[src/rtl/mct_pkg.sv]
/*
 package for the six-channel timer configuration block: register
 offsets, field positions, reset values and code points.
 assumes a 32-bit ahb-lite bus with one word per register.
*/
package mct_pkg;
   localparam int          NUM_CH          = 6;
   // byte offsets, one 16-byte group per channel
   localparam logic [7:0]  CH_STRIDE       = 8'h10;
   localparam logic [3:0]  OFS_CLK_CTRL    = 4'h0;
   localparam logic [3:0]  OFS_MODE        = 4'h4;
   localparam logic [3:0]  OFS_IO_AB       = 4'h8;
   localparam logic [3:0]  OFS_IO_CD       = 4'hC;
   localparam logic [7:0]  OFS_RUN         = 8'h60;
   // reset values
   localparam logic [7:0]  MODE_RST        = 8'hC0;
   localparam logic [7:0]  IO_RST          = 8'h00;
   localparam logic [2:0]  CLK_SEL_RST     = 3'h0;
   localparam logic [1:0]  MODE_FIXED_ONES = 2'h3;
   // mode register fields
   localparam int          MODE_BUF_B_POS  = 5;
   localparam int          MODE_BUF_A_POS  = 4;
   localparam logic [3:0]  MD_NORMAL       = 4'h0;
   localparam logic [3:0]  MD_PWM1         = 4'h2;
   localparam logic [3:0]  MD_PWM2         = 4'h3;
   localparam logic [1:0]  MD_PHASE_TOP    = 2'h1;
   // prescaler taps: index into the divided-tick vector
   localparam int          PRE_W           = 12;
   localparam int          DIV1            = 0;
   localparam int          DIV4            = 1;
   localparam int          DIV16           = 2;
   localparam int          DIV64           = 3;
   localparam int          DIV256          = 4;
   localparam int          DIV1024         = 5;
   localparam int          DIV4096         = 6;
   // compare actions and capture edges
   localparam logic [1:0]  OC_NONE         = 2'h0;
   localparam logic [1:0]  OC_DRIVE0       = 2'h1;
   localparam logic [1:0]  OC_DRIVE1       = 2'h2;
   localparam logic [1:0]  OC_TOGGLE       = 2'h3;
   localparam logic [1:0]  CAP_NONE        = 2'h0;
   localparam logic [1:0]  CAP_RISE        = 2'h1;
   localparam logic [1:0]  CAP_FALL        = 2'h2;
   localparam logic [1:0]  CAP_BOTH        = 2'h3;
endpackage : mct_pkg

[src/rtl/mct_cfg.sv]
/*
 clock source, mode and i/o function configuration for a six-channel
 16-bit timer, with its registers on an ahb-lite slave port.
 assumes all inputs synchronous to ref_clk except the external count
 pins and the two capture pins, which are synchronised here.
*/
`timescale 1ns/100ps
`default_nettype none

// Functional notes
// - codes 000..011 count on clock /1, /4, /16, /64; 000 at reset
// - channel 0 codes 100..111 count on external pins a, b, c, d
// - channel 1: 100 pin a, 101 pin b, 110 clock/256, 111 channel 2 wrap
// - channel 2: 100..110 pins a, b, c; 111 clock/1024
// - channel 3: 100 pin a; 101, 110, 111 clock /1024, /256, /4096
// - channel 4: 100 pin a, 101 pin c, 110 clock/1024, 111 channel 5 wrap
// - channel 5: 100 pin a, 101 pin c, 110 clock/256, 111 pin d
// - channels 1, 2, 4, 5 ignore clock select in phase counting
// - mode register resets to C0; top two bits read-only ones
// - channels 0, 3: bit 5 buffers b with d; d loses capture and compare
// - channels 0, 3: bit 4 buffers a with c; c loses capture and compare
// - other channels: mode bits 5, 4 read zero, writes ignored
// - mode field: normal, reserved, pwm1, pwm2, phase counting 1 to 4
// - i/o registers are 8 bits, reset 00; two on channels 0, 3
// - buffered c or d ignores its i/o setting
// - initial output level is loaded only while the counter is stopped, or at a counter clear in pwm mode 2
// - pwm mode 2: output selection is the level at counter clear
// - codes 0xxx: compare, off/drive 0/drive 1/toggle, initial level from bit 2
// - channel 0 b, d: capture rise, fall, both, or channel 1 counting
// - channel 1 select 000 suppresses captures sourced from its counting
module mct_cfg
   import mct_pkg::*;
(
   input  wire  logic                      ref_clk,
   input  wire  logic                      sys_rst,
   input  wire  logic                      hsel,
   input  wire  logic [31:0]               haddr,
   input  wire  logic [1:0]                htrans,
   input  wire  logic                      hwrite,
   input  wire  logic [2:0]                hsize,
   input  wire  logic [31:0]               hwdata,
   input  wire  logic                      hready,
   output logic       [31:0]               hrdata,
   output logic                            hreadyout,
   output logic                            hresp,
   input  wire  logic                      ext_count_pin_a,
   input  wire  logic                      ext_count_pin_b,
   input  wire  logic                      ext_count_pin_c,
   input  wire  logic                      ext_count_pin_d,
   input  wire  logic                      channel2_wrap,
   input  wire  logic                      channel5_wrap,
   input  wire  logic [NUM_CH-1:0]         counter_cleared,
   input  wire  logic                      ch0_capture_compare_pin_b,
   input  wire  logic                      ch0_capture_compare_pin_d,
   output logic       [NUM_CH-1:0]         count_tick,
   output logic       [NUM_CH-1:0]         counter_run_bit,
   output logic       [NUM_CH-1:0]         pwm1_mode,
   output logic       [NUM_CH-1:0]         pwm2_mode,
   output logic       [NUM_CH-1:0]         phase_count_mode,
   output logic       [NUM_CH-1:0]         buffer_pair_a_en,
   output logic       [NUM_CH-1:0]         buffer_pair_b_en,
   output logic       [NUM_CH-1:0][7:0]    compare_action,
   output logic       [NUM_CH-1:0][7:0]    capture_edges,
   output logic       [NUM_CH-1:0][3:0]    compare_pin_level,
   output logic       [1:0]                ch0_pin_capture,
   output logic       [1:0]                ch0_cascade_capture
);

   // decode one 4-bit function code into a compare action
   function automatic logic [1:0] oc_action(input logic [3:0] code);
      oc_action = code[3] ? OC_NONE : code[1:0];
   endfunction : oc_action

   // decode one 4-bit function code into pin capture edges
   function automatic logic [1:0] cap_edge(input logic [3:0] code);
      if (!code[3] || code[2])
         cap_edge = CAP_NONE;
      else if (code[1])
         cap_edge = CAP_BOTH;
      else
         cap_edge = code[0] ? CAP_FALL : CAP_RISE;
   endfunction : cap_edge

   function automatic logic has_cd(input int ch);
      has_cd = (ch == 0) || (ch == 3);
   endfunction : has_cd

   // register state
   logic [2:0]        clk_sel_q [NUM_CH];
   logic [5:0]        mode_q    [NUM_CH];
   logic [7:0]        io_ab_q   [NUM_CH];
   logic [7:0]        io_cd_q   [NUM_CH];
   logic [NUM_CH-1:0] run_q;
   logic [3:0]        level_q   [NUM_CH];

   // ahb data phase state
   logic              wr_pend_q;
   logic              rd_pend_q;
   logic [7:0]        addr_q;
   logic              addr_phase;

   // prescaler and synchronisers
   logic [PRE_W-1:0]  pre_q;
   logic [6:0]        div_tick;
   logic [3:0]        pin_s1_q;
   logic [3:0]        pin_s2_q;
   logic [3:0]        pin_s3_q;
   logic [3:0]        pin_edge;
   logic [1:0]        wrap_q;
   logic [1:0]        wrap_d1_q;
   logic [1:0]        wrap_edge;
   logic [1:0]        cap_s1_q;
   logic [1:0]        cap_s2_q;
   logic [1:0]        cap_s3_q;
   logic [NUM_CH-1:0] src_tick;

   assign hreadyout  = 1'b1;
   assign hresp      = 1'b0;
   assign addr_phase = hsel && htrans[1] && hready;

   // address phase capture
   always_ff @(posedge ref_clk or posedge sys_rst)
   begin
      if (sys_rst)
      begin
         wr_pend_q <= 1'b0;
         rd_pend_q <= 1'b0;
         addr_q    <= 8'h00;
      end
      else if (hready)
      begin
         wr_pend_q <= addr_phase && hwrite;
         rd_pend_q <= addr_phase && !hwrite;
         addr_q    <= haddr[7:0];
      end
   end

   // register writes in the data phase
   always_ff @(posedge ref_clk or posedge sys_rst)
   begin
      if (sys_rst)
      begin
         for (int c = 0; c < NUM_CH; c++)
         begin
            clk_sel_q[c] <= CLK_SEL_RST;
            mode_q[c]    <= MODE_RST[5:0];
            io_ab_q[c]   <= IO_RST;
            io_cd_q[c]   <= IO_RST;
         end
         run_q <= '0;
      end
      else if (wr_pend_q)
      begin
         for (int c = 0; c < NUM_CH; c++)
         begin
            if (addr_q[7:4] == 4'(c))
            begin
               unique case (addr_q[3:0])
                  OFS_CLK_CTRL: clk_sel_q[c] <= hwdata[2:0];
                  OFS_MODE:
                  begin
                     mode_q[c][3:0] <= hwdata[3:0];
                     if (has_cd(c))
                        mode_q[c][5:4] <= hwdata[5:4];
                  end
                  OFS_IO_AB:    io_ab_q[c] <= hwdata[7:0];
                  OFS_IO_CD:
                  begin
                     if (has_cd(c))
                        io_cd_q[c] <= hwdata[7:0];
                  end
                  default: ;
               endcase
            end
         end
         if (addr_q == OFS_RUN)
            run_q <= hwdata[NUM_CH-1:0];
      end
   end

   // read mux in the data phase; unmapped words read zero
   always_comb
   begin
      hrdata = 32'h0000_0000;
      if (rd_pend_q)
      begin
         for (int c = 0; c < NUM_CH; c++)
         begin
            if (addr_q[7:4] == 4'(c))
            begin
               unique case (addr_q[3:0])
                  OFS_CLK_CTRL: hrdata[2:0] = clk_sel_q[c];
                  OFS_MODE:     hrdata[7:0] = {MODE_FIXED_ONES, has_cd(c) ? mode_q[c][5:4] : 2'h0,
                                               mode_q[c][3:0]};
                  OFS_IO_AB:    hrdata[7:0] = io_ab_q[c];
                  OFS_IO_CD:    hrdata[7:0] = has_cd(c) ? io_cd_q[c] : 8'h00;
                  default: ;
               endcase
            end
         end
         if (addr_q == OFS_RUN)
            hrdata[NUM_CH-1:0] = run_q;
      end
   end

   // free-running prescaler
   always_ff @(posedge ref_clk or posedge sys_rst)
   begin
      if (sys_rst)
         pre_q <= '0;
      else
         pre_q <= pre_q + 12'h001;
   end

   assign div_tick[DIV1]    = 1'b1;
   assign div_tick[DIV4]    = &pre_q[1:0];
   assign div_tick[DIV16]   = &pre_q[3:0];
   assign div_tick[DIV64]   = &pre_q[5:0];
   assign div_tick[DIV256]  = &pre_q[7:0];
   assign div_tick[DIV1024] = &pre_q[9:0];
   assign div_tick[DIV4096] = &pre_q[11:0];

   // external pins: synchronise, then rising edge; wrap events: register once, then rising edge
   always_ff @(posedge ref_clk or posedge sys_rst)
   begin
      if (sys_rst)
      begin
         pin_s1_q  <= '0;
         pin_s2_q  <= '0;
         pin_s3_q  <= '0;
         wrap_q    <= '0;
         wrap_d1_q <= '0;
         cap_s1_q  <= '0;
         cap_s2_q  <= '0;
         cap_s3_q  <= '0;
      end
      else
      begin
         pin_s1_q  <= {ext_count_pin_d, ext_count_pin_c, ext_count_pin_b, ext_count_pin_a};
         pin_s2_q  <= pin_s1_q;
         pin_s3_q  <= pin_s2_q;
         wrap_q    <= {channel5_wrap, channel2_wrap};
         wrap_d1_q <= wrap_q;
         cap_s1_q  <= {ch0_capture_compare_pin_d, ch0_capture_compare_pin_b};
         cap_s2_q  <= cap_s1_q;
         cap_s3_q  <= cap_s2_q;
      end
   end

   assign pin_edge  = pin_s2_q & ~pin_s3_q;
   assign wrap_edge = wrap_q & ~wrap_d1_q;

   // per-channel clock source, mode decode and i/o function decode
   generate
      for (genvar c = 0; c < NUM_CH; c++)
      begin : g_ch
         logic       phase;
         logic       buf_a;
         logic       buf_b;
         logic [3:0] code [4];
         logic [3:0] init_lvl;

         always_comb
         begin
            src_tick[c] = 1'b0;
            if (!clk_sel_q[c][2])
               src_tick[c] = div_tick[clk_sel_q[c][1:0]];
            else
            begin
               unique case (c)
                  0: src_tick[c] = pin_edge[clk_sel_q[c][1:0]];
                  1:
                  begin
                     unique case (clk_sel_q[c][1:0])
                        2'h0: src_tick[c] = pin_edge[0];
                        2'h1: src_tick[c] = pin_edge[1];
                        2'h2: src_tick[c] = div_tick[DIV256];
                        2'h3: src_tick[c] = wrap_edge[0];
                     endcase
                  end
                  2:
                  begin
                     unique case (clk_sel_q[c][1:0])
                        2'h0: src_tick[c] = pin_edge[0];
                        2'h1: src_tick[c] = pin_edge[1];
                        2'h2: src_tick[c] = pin_edge[2];
                        2'h3: src_tick[c] = div_tick[DIV1024];
                     endcase
                  end
                  3:
                  begin
                     unique case (clk_sel_q[c][1:0])
                        2'h0: src_tick[c] = pin_edge[0];
                        2'h1: src_tick[c] = div_tick[DIV1024];
                        2'h2: src_tick[c] = div_tick[DIV256];
                        2'h3: src_tick[c] = div_tick[DIV4096];
                     endcase
                  end
                  4:
                  begin
                     unique case (clk_sel_q[c][1:0])
                        2'h0: src_tick[c] = pin_edge[0];
                        2'h1: src_tick[c] = pin_edge[2];
                        2'h2: src_tick[c] = div_tick[DIV1024];
                        2'h3: src_tick[c] = wrap_edge[1];
                     endcase
                  end
                  default:
                  begin
                     unique case (clk_sel_q[c][1:0])
                        2'h0: src_tick[c] = pin_edge[0];
                        2'h1: src_tick[c] = pin_edge[2];
                        2'h2: src_tick[c] = div_tick[DIV256];
                        2'h3: src_tick[c] = pin_edge[3];
                     endcase
                  end
               endcase
            end
         end

         // phase counting exists only off channels 0 and 3
         assign phase = !has_cd(c) && (mode_q[c][3:2] == MD_PHASE_TOP);
         assign buf_a = has_cd(c) && mode_q[c][MODE_BUF_A_POS];
         assign buf_b = has_cd(c) && mode_q[c][MODE_BUF_B_POS];

         assign count_tick[c]       = run_q[c] && !phase && src_tick[c];
         assign phase_count_mode[c] = phase;
         assign pwm1_mode[c]        = mode_q[c][3:0] == MD_PWM1;
         assign pwm2_mode[c]        = mode_q[c][3:0] == MD_PWM2;
         assign buffer_pair_a_en[c] = buf_a;
         assign buffer_pair_b_en[c] = buf_b;

         // slots a, b, c, d; buffered c or d is forced inert
         assign code[0] = io_ab_q[c][3:0];
         assign code[1] = io_ab_q[c][7:4];
         assign code[2] = (buf_a || !has_cd(c)) ? 4'h0 : io_cd_q[c][3:0];
         assign code[3] = (buf_b || !has_cd(c)) ? 4'h0 : io_cd_q[c][7:4];

         for (genvar s = 0; s < 4; s++)
         begin : g_slot
            assign compare_action[c][2*s+1:2*s] = oc_action(code[s]);
            assign capture_edges[c][2*s+1:2*s]  = cap_edge(code[s]);
            assign init_lvl[s]                  = code[s][2];
         end

         // initial level while stopped; pwm2 loads it at each clear
         always_ff @(posedge ref_clk or posedge sys_rst)
         begin
            if (sys_rst)
               level_q[c] <= 4'h0;
            else if (!run_q[c])
               level_q[c] <= init_lvl;
            else if (pwm2_mode[c] && counter_cleared[c])
               level_q[c] <= init_lvl;
         end
         assign compare_pin_level[c] = level_q[c];
      end
   endgenerate

   assign counter_run_bit = run_q;

   // channel 0 b and d captures: pin edges, or channel 1 counting
   generate
      for (genvar k = 0; k < 2; k++)
      begin : g_cap
         logic [1:0] edg;
         logic       rise;
         logic       fall;
         logic [3:0] fcode;

         assign fcode = (k == 0) ? g_ch[0].code[1] : g_ch[0].code[3];
         assign edg   = cap_edge(fcode);
         assign rise  = cap_s2_q[k] && !cap_s3_q[k];
         assign fall  = !cap_s2_q[k] && cap_s3_q[k];
         assign ch0_pin_capture[k] = (edg[0] && rise) || (edg[1] && fall);
         assign ch0_cascade_capture[k] = (fcode[3:2] == 2'h3) && count_tick[1]
                                         && (clk_sel_q[1] != CLK_SEL_RST);
      end
   endgenerate

endmodule : mct_cfg

`default_nettype wire

[config.mk]
export PLATFORM = sky130hd
export DESIGN_NAME = mct_cfg
export DESIGN_NICKNAME = d
export VERILOG_FILES = /design/src/rtl/mct_pkg.sv /design/src/rtl/mct_cfg.sv
export SDC_FILE = /design/constraint.sdc
export NUM_CORES = 1
export LEC_CHECK = 0
export ABC_CLOCK_PERIOD_IN_PS = 6100
export BUFFER_PORTS_ARGS = -buffer_cell sky130_fd_sc_hd__buf_2
export CAP_MARGIN = 15
export CORE_ASPECT_RATIO = 0.5
export CORE_MARGIN = 5
export CORE_UTILIZATION = 53
export DETAILED_ROUTE_END_ITERATION = 16
export HOLD_SLACK_MARGIN = 0.12
export PLACE_DENSITY = 0.81
export SLEW_MARGIN = 40
export SYNTH_ARGS = -nofsm -noshare
export SYNTH_HDL_FRONTEND = slang
export SYNTH_SLANG_ARGS = --single-unit
[constraint.sdc]
create_clock -name ref_clk -period 6.1 [get_ports ref_clk]
set_input_delay 0.61 -clock ref_clk [delete_from_list [all_inputs] [get_ports ref_clk]]
set_output_delay 0.61 -clock ref_clk [all_outputs]
set_load 0.03 [all_outputs]
# After elaboration in Yosys (flattened, before gate mapping)
# Index checks and enable logic that the tools add are counted.
word_totals:
  regBits: 184
  inputBits: 88
  out_inout_bits: 200
  wordCells: 337
op_classes:
  add_sub_neg: 1
  magnitude_cmp: 7
  n_eq_ne: 48
  n_mux: 128
  n_bitwise: 4
  reduce_logical: 110
ops:
  columns: ["operator", "count"]
  rows:
  - ["two-way mux 2 bit", 64]
  - ["one-hot mux 5 bit (3 select lines)", 6]
  - ["two-way mux 8 bit", 10]
  - ["one-hot mux 3 bit (4 select lines)", 6]
  - ["two-way mux 4 bit", 16]
  - ["AND reduction 3 bit", 20]
  - ["== test 4 x 2 -> 1 bit (second input constant)", 14]
  - ["logical AND 1 bit", 32]
  - ["logical NOT 1 bit", 25]
  - ["== test 2 bit (second input constant)", 12]
  - ["< comparator 2 x 4 -> 1 bit (second input constant)", 6]
  - ["one-hot mux 1 bit (4 select lines)", 5]
  - ["== test 2 x 1 -> 1 bit (second input constant)", 9]
  - ["logical OR 1 bit", 18]
  - ["binary-select mux 1 bit (select 2 bit)", 7]
  - ["two-way mux 1 bit", 13]
  - ["adder 12 x 1 -> 12 bit (second input constant)", 1]
  - ["== test 4 x 3 -> 1 bit (second input constant)", 3]
  - ["inequality test 2 x 1 -> 1 bit (second input constant)", 6]
  - ["AND reduction 12 bit", 1]
  - ["logical NOT 2 bit", 5]
  - ["AND reduction 10 bit", 1]
  - ["== test 4 bit (second input constant)", 2]
  - ["== test 8 x 7 -> 1 bit (second input constant)", 1]
  - ["other kinds (13)", 15]

# Logic depth before layout (Yosys ltp)
logic_depth:
  depth_word: 18
  ltp_mapped: 9
  mapped_depth_nobuf: 6

# Worst setup path before layout
# OpenSTA, ideal clock, no wires.
synth_timing:
  path_kind: "reg2out"
  startpoint: "register pre_q[0]"
  endpoint: "output count_tick[5]"
  arrival_time_ps: 2293
  t_required_ps: 5490
  path_slack_ps: 3197
  stages_incl_launch_ff: 8
  n_path_buf: 1
  cell_sequence: "dfrtp_1 ha_1 clkbuf_1 nand4_1 mux4_2 nand2_1 o21ai_0 nor3b_1"
synth_between:
  elab_chain_len: 5
  elab_cells_between_ends: 9
synth_rtl:
  columns: ["element", "line", "text"]
  rows:
  - ["start, declared", "mct_cfg.sv:103", "logic [PRE_W-1:0] pre_q;"]
  - ["start signal, assigned", "mct_cfg.sv:212", "pre_q <= pre_q + 12'h001;"]
  - ["AND reduction 6 bit (tied with other cells)", "mct_cfg.sv:218", "assign div_tick[DIV64] = &pre_q[5:0];"]
  - ["binary-select mux 1 bit (select 2 bit)", "mct_cfg.sv:267", "src_tick[c] = div_tick[clk_sel_q[c][1:0]];"]
  - ["two-way mux 1 bit (not written as such)", "mct_cfg.sv:267", null]
  - ["two-way mux 1 bit *", "mct_cfg.sv:266", "if (!clk_sel_q[c][2])"]
  - ["logical AND 1 bit *", "mct_cfg.sv:326", "assign count_tick[c] = run_q[c] && !phase && src_tick[c];"]
  - ["end, declared", "mct_cfg.sv:55", "output logic [NUM_CH-1:0] count_tick,"]
# Every way passes the cells marked *; elsewhere a longest branch is shown, timed or not. The select of a mux whose other input is x is not followed.

# Worst setup path after layout
layout_timing:
  startpoint: "register addr_q[2]"
  endpoint: "output hrdata[5]"
layout_between:
  elab_chain_len: 18
  elab_cells_between_ends: 21
layout_rtl:
  columns: ["element", "line", "text"]
  rows:
  - ["start, declared", "mct_cfg.sv:99", "logic [7:0] addr_q;"]
  - ["start signal, assigned", "mct_cfg.sv:134", "addr_q <= haddr[7:0];"]
  - ["== test 4 bit or == test 4 x 3 -> 1 bit (tied branches)", "mct_cfg.sv:191", "unique case (addr_q[3:0])"]
  - ["one-hot mux 5 bit (3 select lines)", "mct_cfg.sv:191", null]
  - ["two-way mux 8 bit", "mct_cfg.sv:189", "if (addr_q[7:4] == 4'(c))"]
  - ["two-way mux 8 bit", null, null]
  - ["one-hot mux 5 bit (3 select lines)", "mct_cfg.sv:191", null]
  - ["two-way mux 8 bit", "mct_cfg.sv:189", null]
  - ["two-way mux 8 bit", null, null]
  - ["one-hot mux 5 bit (3 select lines)", "mct_cfg.sv:191", null]
  - ["[... 2 more ...]", null, null]
  - ["one-hot mux 5 bit (3 select lines)", "mct_cfg.sv:191", null]
  - ["two-way mux 8 bit", "mct_cfg.sv:189", null]
  - ["one-hot mux 5 bit (3 select lines)", "mct_cfg.sv:191", null]
  - ["two-way mux 8 bit", "mct_cfg.sv:189", null]
  - ["one-hot mux 5 bit (3 select lines)", "mct_cfg.sv:191", null]
  - ["two-way mux 8 bit", "mct_cfg.sv:189", null]
  - ["two-way mux 6 bit *", "mct_cfg.sv:201", "if (addr_q == OFS_RUN)"]
  - ["two-way mux 8 bit *", "mct_cfg.sv:185", "if (rd_pend_q)"]
  - ["end, declared", "mct_cfg.sv:43", "output logic [31:0] hrdata,"]
# Marks and branches as above.

==> run_results.csv <==
group,metric,value,unit
outcome,run_status,"complete, no violations",
critical_path,cp_max_stage_cell,"sky130_fd_sc_hd__and2b_1",
job,max_capacitance_violation_count,0,
floorplan,die_height,106,um
sta,maxSlewHeadroom,50.9,%
sta,timing.setup.tns,0,ns
route,detailedRoute.firstIterationViolations,735,
route,avgRoutedWirePerCell,20.8,um
synth,mappedNetlistArea,9700,um^2
finish,finish.net_count,1153,
synth,yosys_most_used_dff,"sky130_fd_sc_hd__dfrtp_1",
floorplan,core_area,18200,um^2
cts,root_buffer,"sky130_fd_sc_hd__clkbuf_16",
sta,report.final.slew_viol_count,0,
floorplan,placement_rows,35,
synth,synthDistinctLibCells,71,
sta,timing.final.hold_violations,0,
pwr,leakage,5.13,nW
placed_design,globalplace.congestion,0.940,
placed_design,post-dp-hpwl,19800,um
pwr,vdd_drop_max,188,uV
sta,worst_hold_slack,0.219,ns
floorplan,die_w,201,um
synth,post_synth.cell_area_avg,10.4,um^2
critical_path,cp_max_fanout,36,
critical_path,crit_arrival,3.46,ns
critical_path,cp_slowest_stage_delay,0.70,ns
global_route,largest_net_degree_at_the_start_of_global_routing,121,
synth,register_bit_count_reported_by_yosys,176,
finish,n_antenna_cell,0,
cts,clock_buffer_count_from_cts,17,
worst_hold_path,hold_path_class,"input port to asynchronous set/reset pin",
global_route,via_count_of_the_first_global_routing_pass,7492,
synth,synthDominantAreaCellType,"sky130_fd_sc_hd__dfrtp_1",
critical_path,r2r_start,"addr_q[2]",
global_route,antenna_found_initial,1,
critical_path,crit-reg2reg-capture,"g_ch[2].code[8]",
finish,fin_util,59.9,%
cts,ctsResizeCount,0,
route,count_of_tritonroute_iterations_in_the_first_routing_pass,5,
finish,areaGrowthSynthToFinish,12.1,%
synth,async_reset_ff_share,100,%
critical_path,worstPathCellList,"buf_4, and2b_1, and2_1, a21oi_1, or4_1, a21oi_1, o21bai_1, buf_2",
floorplan,boundaryPins,288,
global_route,first_pass_grt_wire_length,42900,um
finish,regArea,4410,um^2
cts,clk_path_buf_depth,2,
cts,worst_skew_pair_later_pin_latency,0.43,ns
cts,postCtsHoldBufs,0,
sta,grt_setup_unrepaired,"false",
route,drcViolationCount,0,
synth,syn-instance-count,932,
sta,setup_slack,2.03,ns
critical_path,setup.worst_path.class,"register to output port",
placed_design,dp_slack,2.56,ns
floorplan,die-area,21300,um^2
synth,biggest_area_contributors_in_the_synthesized_netlist,"sky130_fd_sc_hd__dfrtp_1, sky130_fd_sc_hd__mux2_2, sky130_fd_sc_hd__buf_4",
critical_path,crit_required,5.49,ns
placed_design,io_buffers,159,
sta,worst-slew-pin-transition,0.734,ns
synth,synth-edff-count,0,
pwr,power_per_cell_area,264,nW/um^2
synth,synth-seq-area-share,45.4,%
route,via_count,7663,
route,vias_per_cell,5.82,
cts,post-cts-setup-buffer-count,0,
critical_path,timing.critical_path.buf_inv,2,
finish,post_route_cells_drive_above_1_share,32.3,%
sta,skew,0.0143,ns
cts,htreeDepth,4,
global_route,grtUsageTotal,25.5,%
global_route,grt-ovfl-total,0,
finish,layout_commonest_cell,"sky130_fd_sc_hd__dfrtp_1",
critical_path,rr_worst_depth,5,
route,detail-route-antenna-nets,0,
route,routed_wl,27400,um
critical_path,cpMostUsedCell,"sky130_fd_sc_hd__a21oi_1",
finish,fillerInstances,1509,
cts,clkSlewWorstSetupHoldPaths,0.07,ns
critical_path,type_of_element_capturing_the_critical_path,"output port",
synth,ys_warn_count,0,
sta,timing.final.crit_period,4.07,ns
sta,setup_viol,0,
critical_path,r2r_slack,3.25,ns
critical_path,gate_family_responsible_for_the_most_delay_along_the_worst_path,"simple AND/OR/NAND/NOR gates",
finish,top_library_cells_by_usage_in_the_layout_fill_and_taps_aside,"sky130_fd_sc_hd__dfrtp_1, sky130_fd_sc_hd__buf_2, sky130_fd_sc_hd__mux2_2",
cts,clock_sinks,176,
floorplan,initial_core_util,53.4,%
finish,multiInputGateArea,4670,um^2
synth,synth_top_area_share,45.4,%
critical_path,startpoint_type,"register",
cts,tritoncts,"built",
sta,maximum_clock_frequency,246,MHz
sta,period_utilization,66.7,%
[area by class of cell]
cell class	instances	area share [%]
multi-input cells	684	43.0
repair buffers	162	7.52
inverters	23	0.909
clock inverters	13	1.41
clock buffers	18	3.94
well taps	240	2.76
flip-flops and latches	176	40.5
[cells in the mapped netlist, types with 6 or more instances]
master,instances
sky130_fd_sc_hd__nor3_1,8
sky130_fd_sc_hd__nor3b_1,9
sky130_fd_sc_hd__o21ai_0,48
sky130_fd_sc_hd__a21oi_1,54
sky130_fd_sc_hd__nand3b_1,9
sky130_fd_sc_hd__o211ai_1,6
sky130_fd_sc_hd__nor2b_1,23
sky130_fd_sc_hd__a22oi_1,9
sky130_fd_sc_hd__clkbuf_1,17
sky130_fd_sc_hd__mux2i_1,16
sky130_fd_sc_hd__a31oi_1,7
sky130_fd_sc_hd__nor4bb_1,6
sky130_fd_sc_hd__and3_1,7
sky130_fd_sc_hd__mux2_2,134
sky130_fd_sc_hd__buf_2,13
sky130_fd_sc_hd__inv_1,22
sky130_fd_sc_hd__a221o_1,7
sky130_fd_sc_hd__dfrtp_1,176
sky130_fd_sc_hd__buf_4,86
sky130_fd_sc_hd__nor4b_1,10
sky130_fd_sc_hd__nand2b_1,27
sky130_fd_sc_hd__nand2_1,61
sky130_fd_sc_hd__nand3_1,20
sky130_fd_sc_hd__nor2_1,70
[state kept, by name, indices dropped and copies added (netlist names), 4 cells and up]
register / flops
mode_q: 24
g_cap.fcode: 4
pre_q: 12
compare_pin_level: 16
g_ch.code: 44
io_cd_q: 16
clk_sel_q: 18
pin_s2_q: 4
counter_run_bit: 6
pin_s3_q: 4
addr_q: 8
pin_s1_q: 4
[how the worst max path moves through the flow]
stage / startpoint / end / slack, ns / cells after the start
floorplan: sys_rst / addr_q[0] / 0.72 / 1
global placement: addr_q[2] / hrdata[4] / 2.58 / 8
detailed placement: addr_q[2] / hrdata[5] / 2.56 / 8
CTS: addr_q[2] / hrdata[5] / 2.08 / 8
global route: addr_q[2] / hrdata[4] / 1.91 / 8
finish: addr_q[2] / hrdata[5] / 2.03 / 8
[per-stage QoR]
stage	std cells	instance area (um^2)	total power, mW
floorplan	1006	9980	1.70
global placement	1285	10300	1.78
detailed placement	1285	10300	1.79
CTS	1316	10900	2.88
global route	1316	10900	2.98
finish	1316	10900	2.88
[kinds of logic after synthesis]
| group | Yosys count | synth area share [%] |
|---|---|---|
| xor gates and xnor gates | 10 | 0.902 |
| muxes | 151 | 17.4 |
| buffers and inverters | 146 | 9.37 |
| DFF | 176 | 45.4 |
| other | 2 | 0.0774 |
| and+or+nand+nor | 277 | 15.8 |
| AOI/OAI and AO/OA | 169 | 10.9 |
| adders and majority gates | 1 | 0.129 |
[report_power, final]
group | switching (mW) | leakage [nW] | internal, mW
registers | 0.0805 | 2.18 | 1.23
logic | 0.330 | 2.67 | 0.141
clock network | 0.490 | 0.278 | 0.610
total | 0.900 | 5.13 | 1.98
[layer usage]
layer,wire length (um),vias up,global-route usage (%)
met4,507,0,6.29
li1,-,3406,-
met1,11900,3828,35.9
met5,0,-,0
met3,2240,49,5.63
met2,12700,380,40.4
Note: power is estimated with default switching activity, not from simulation.
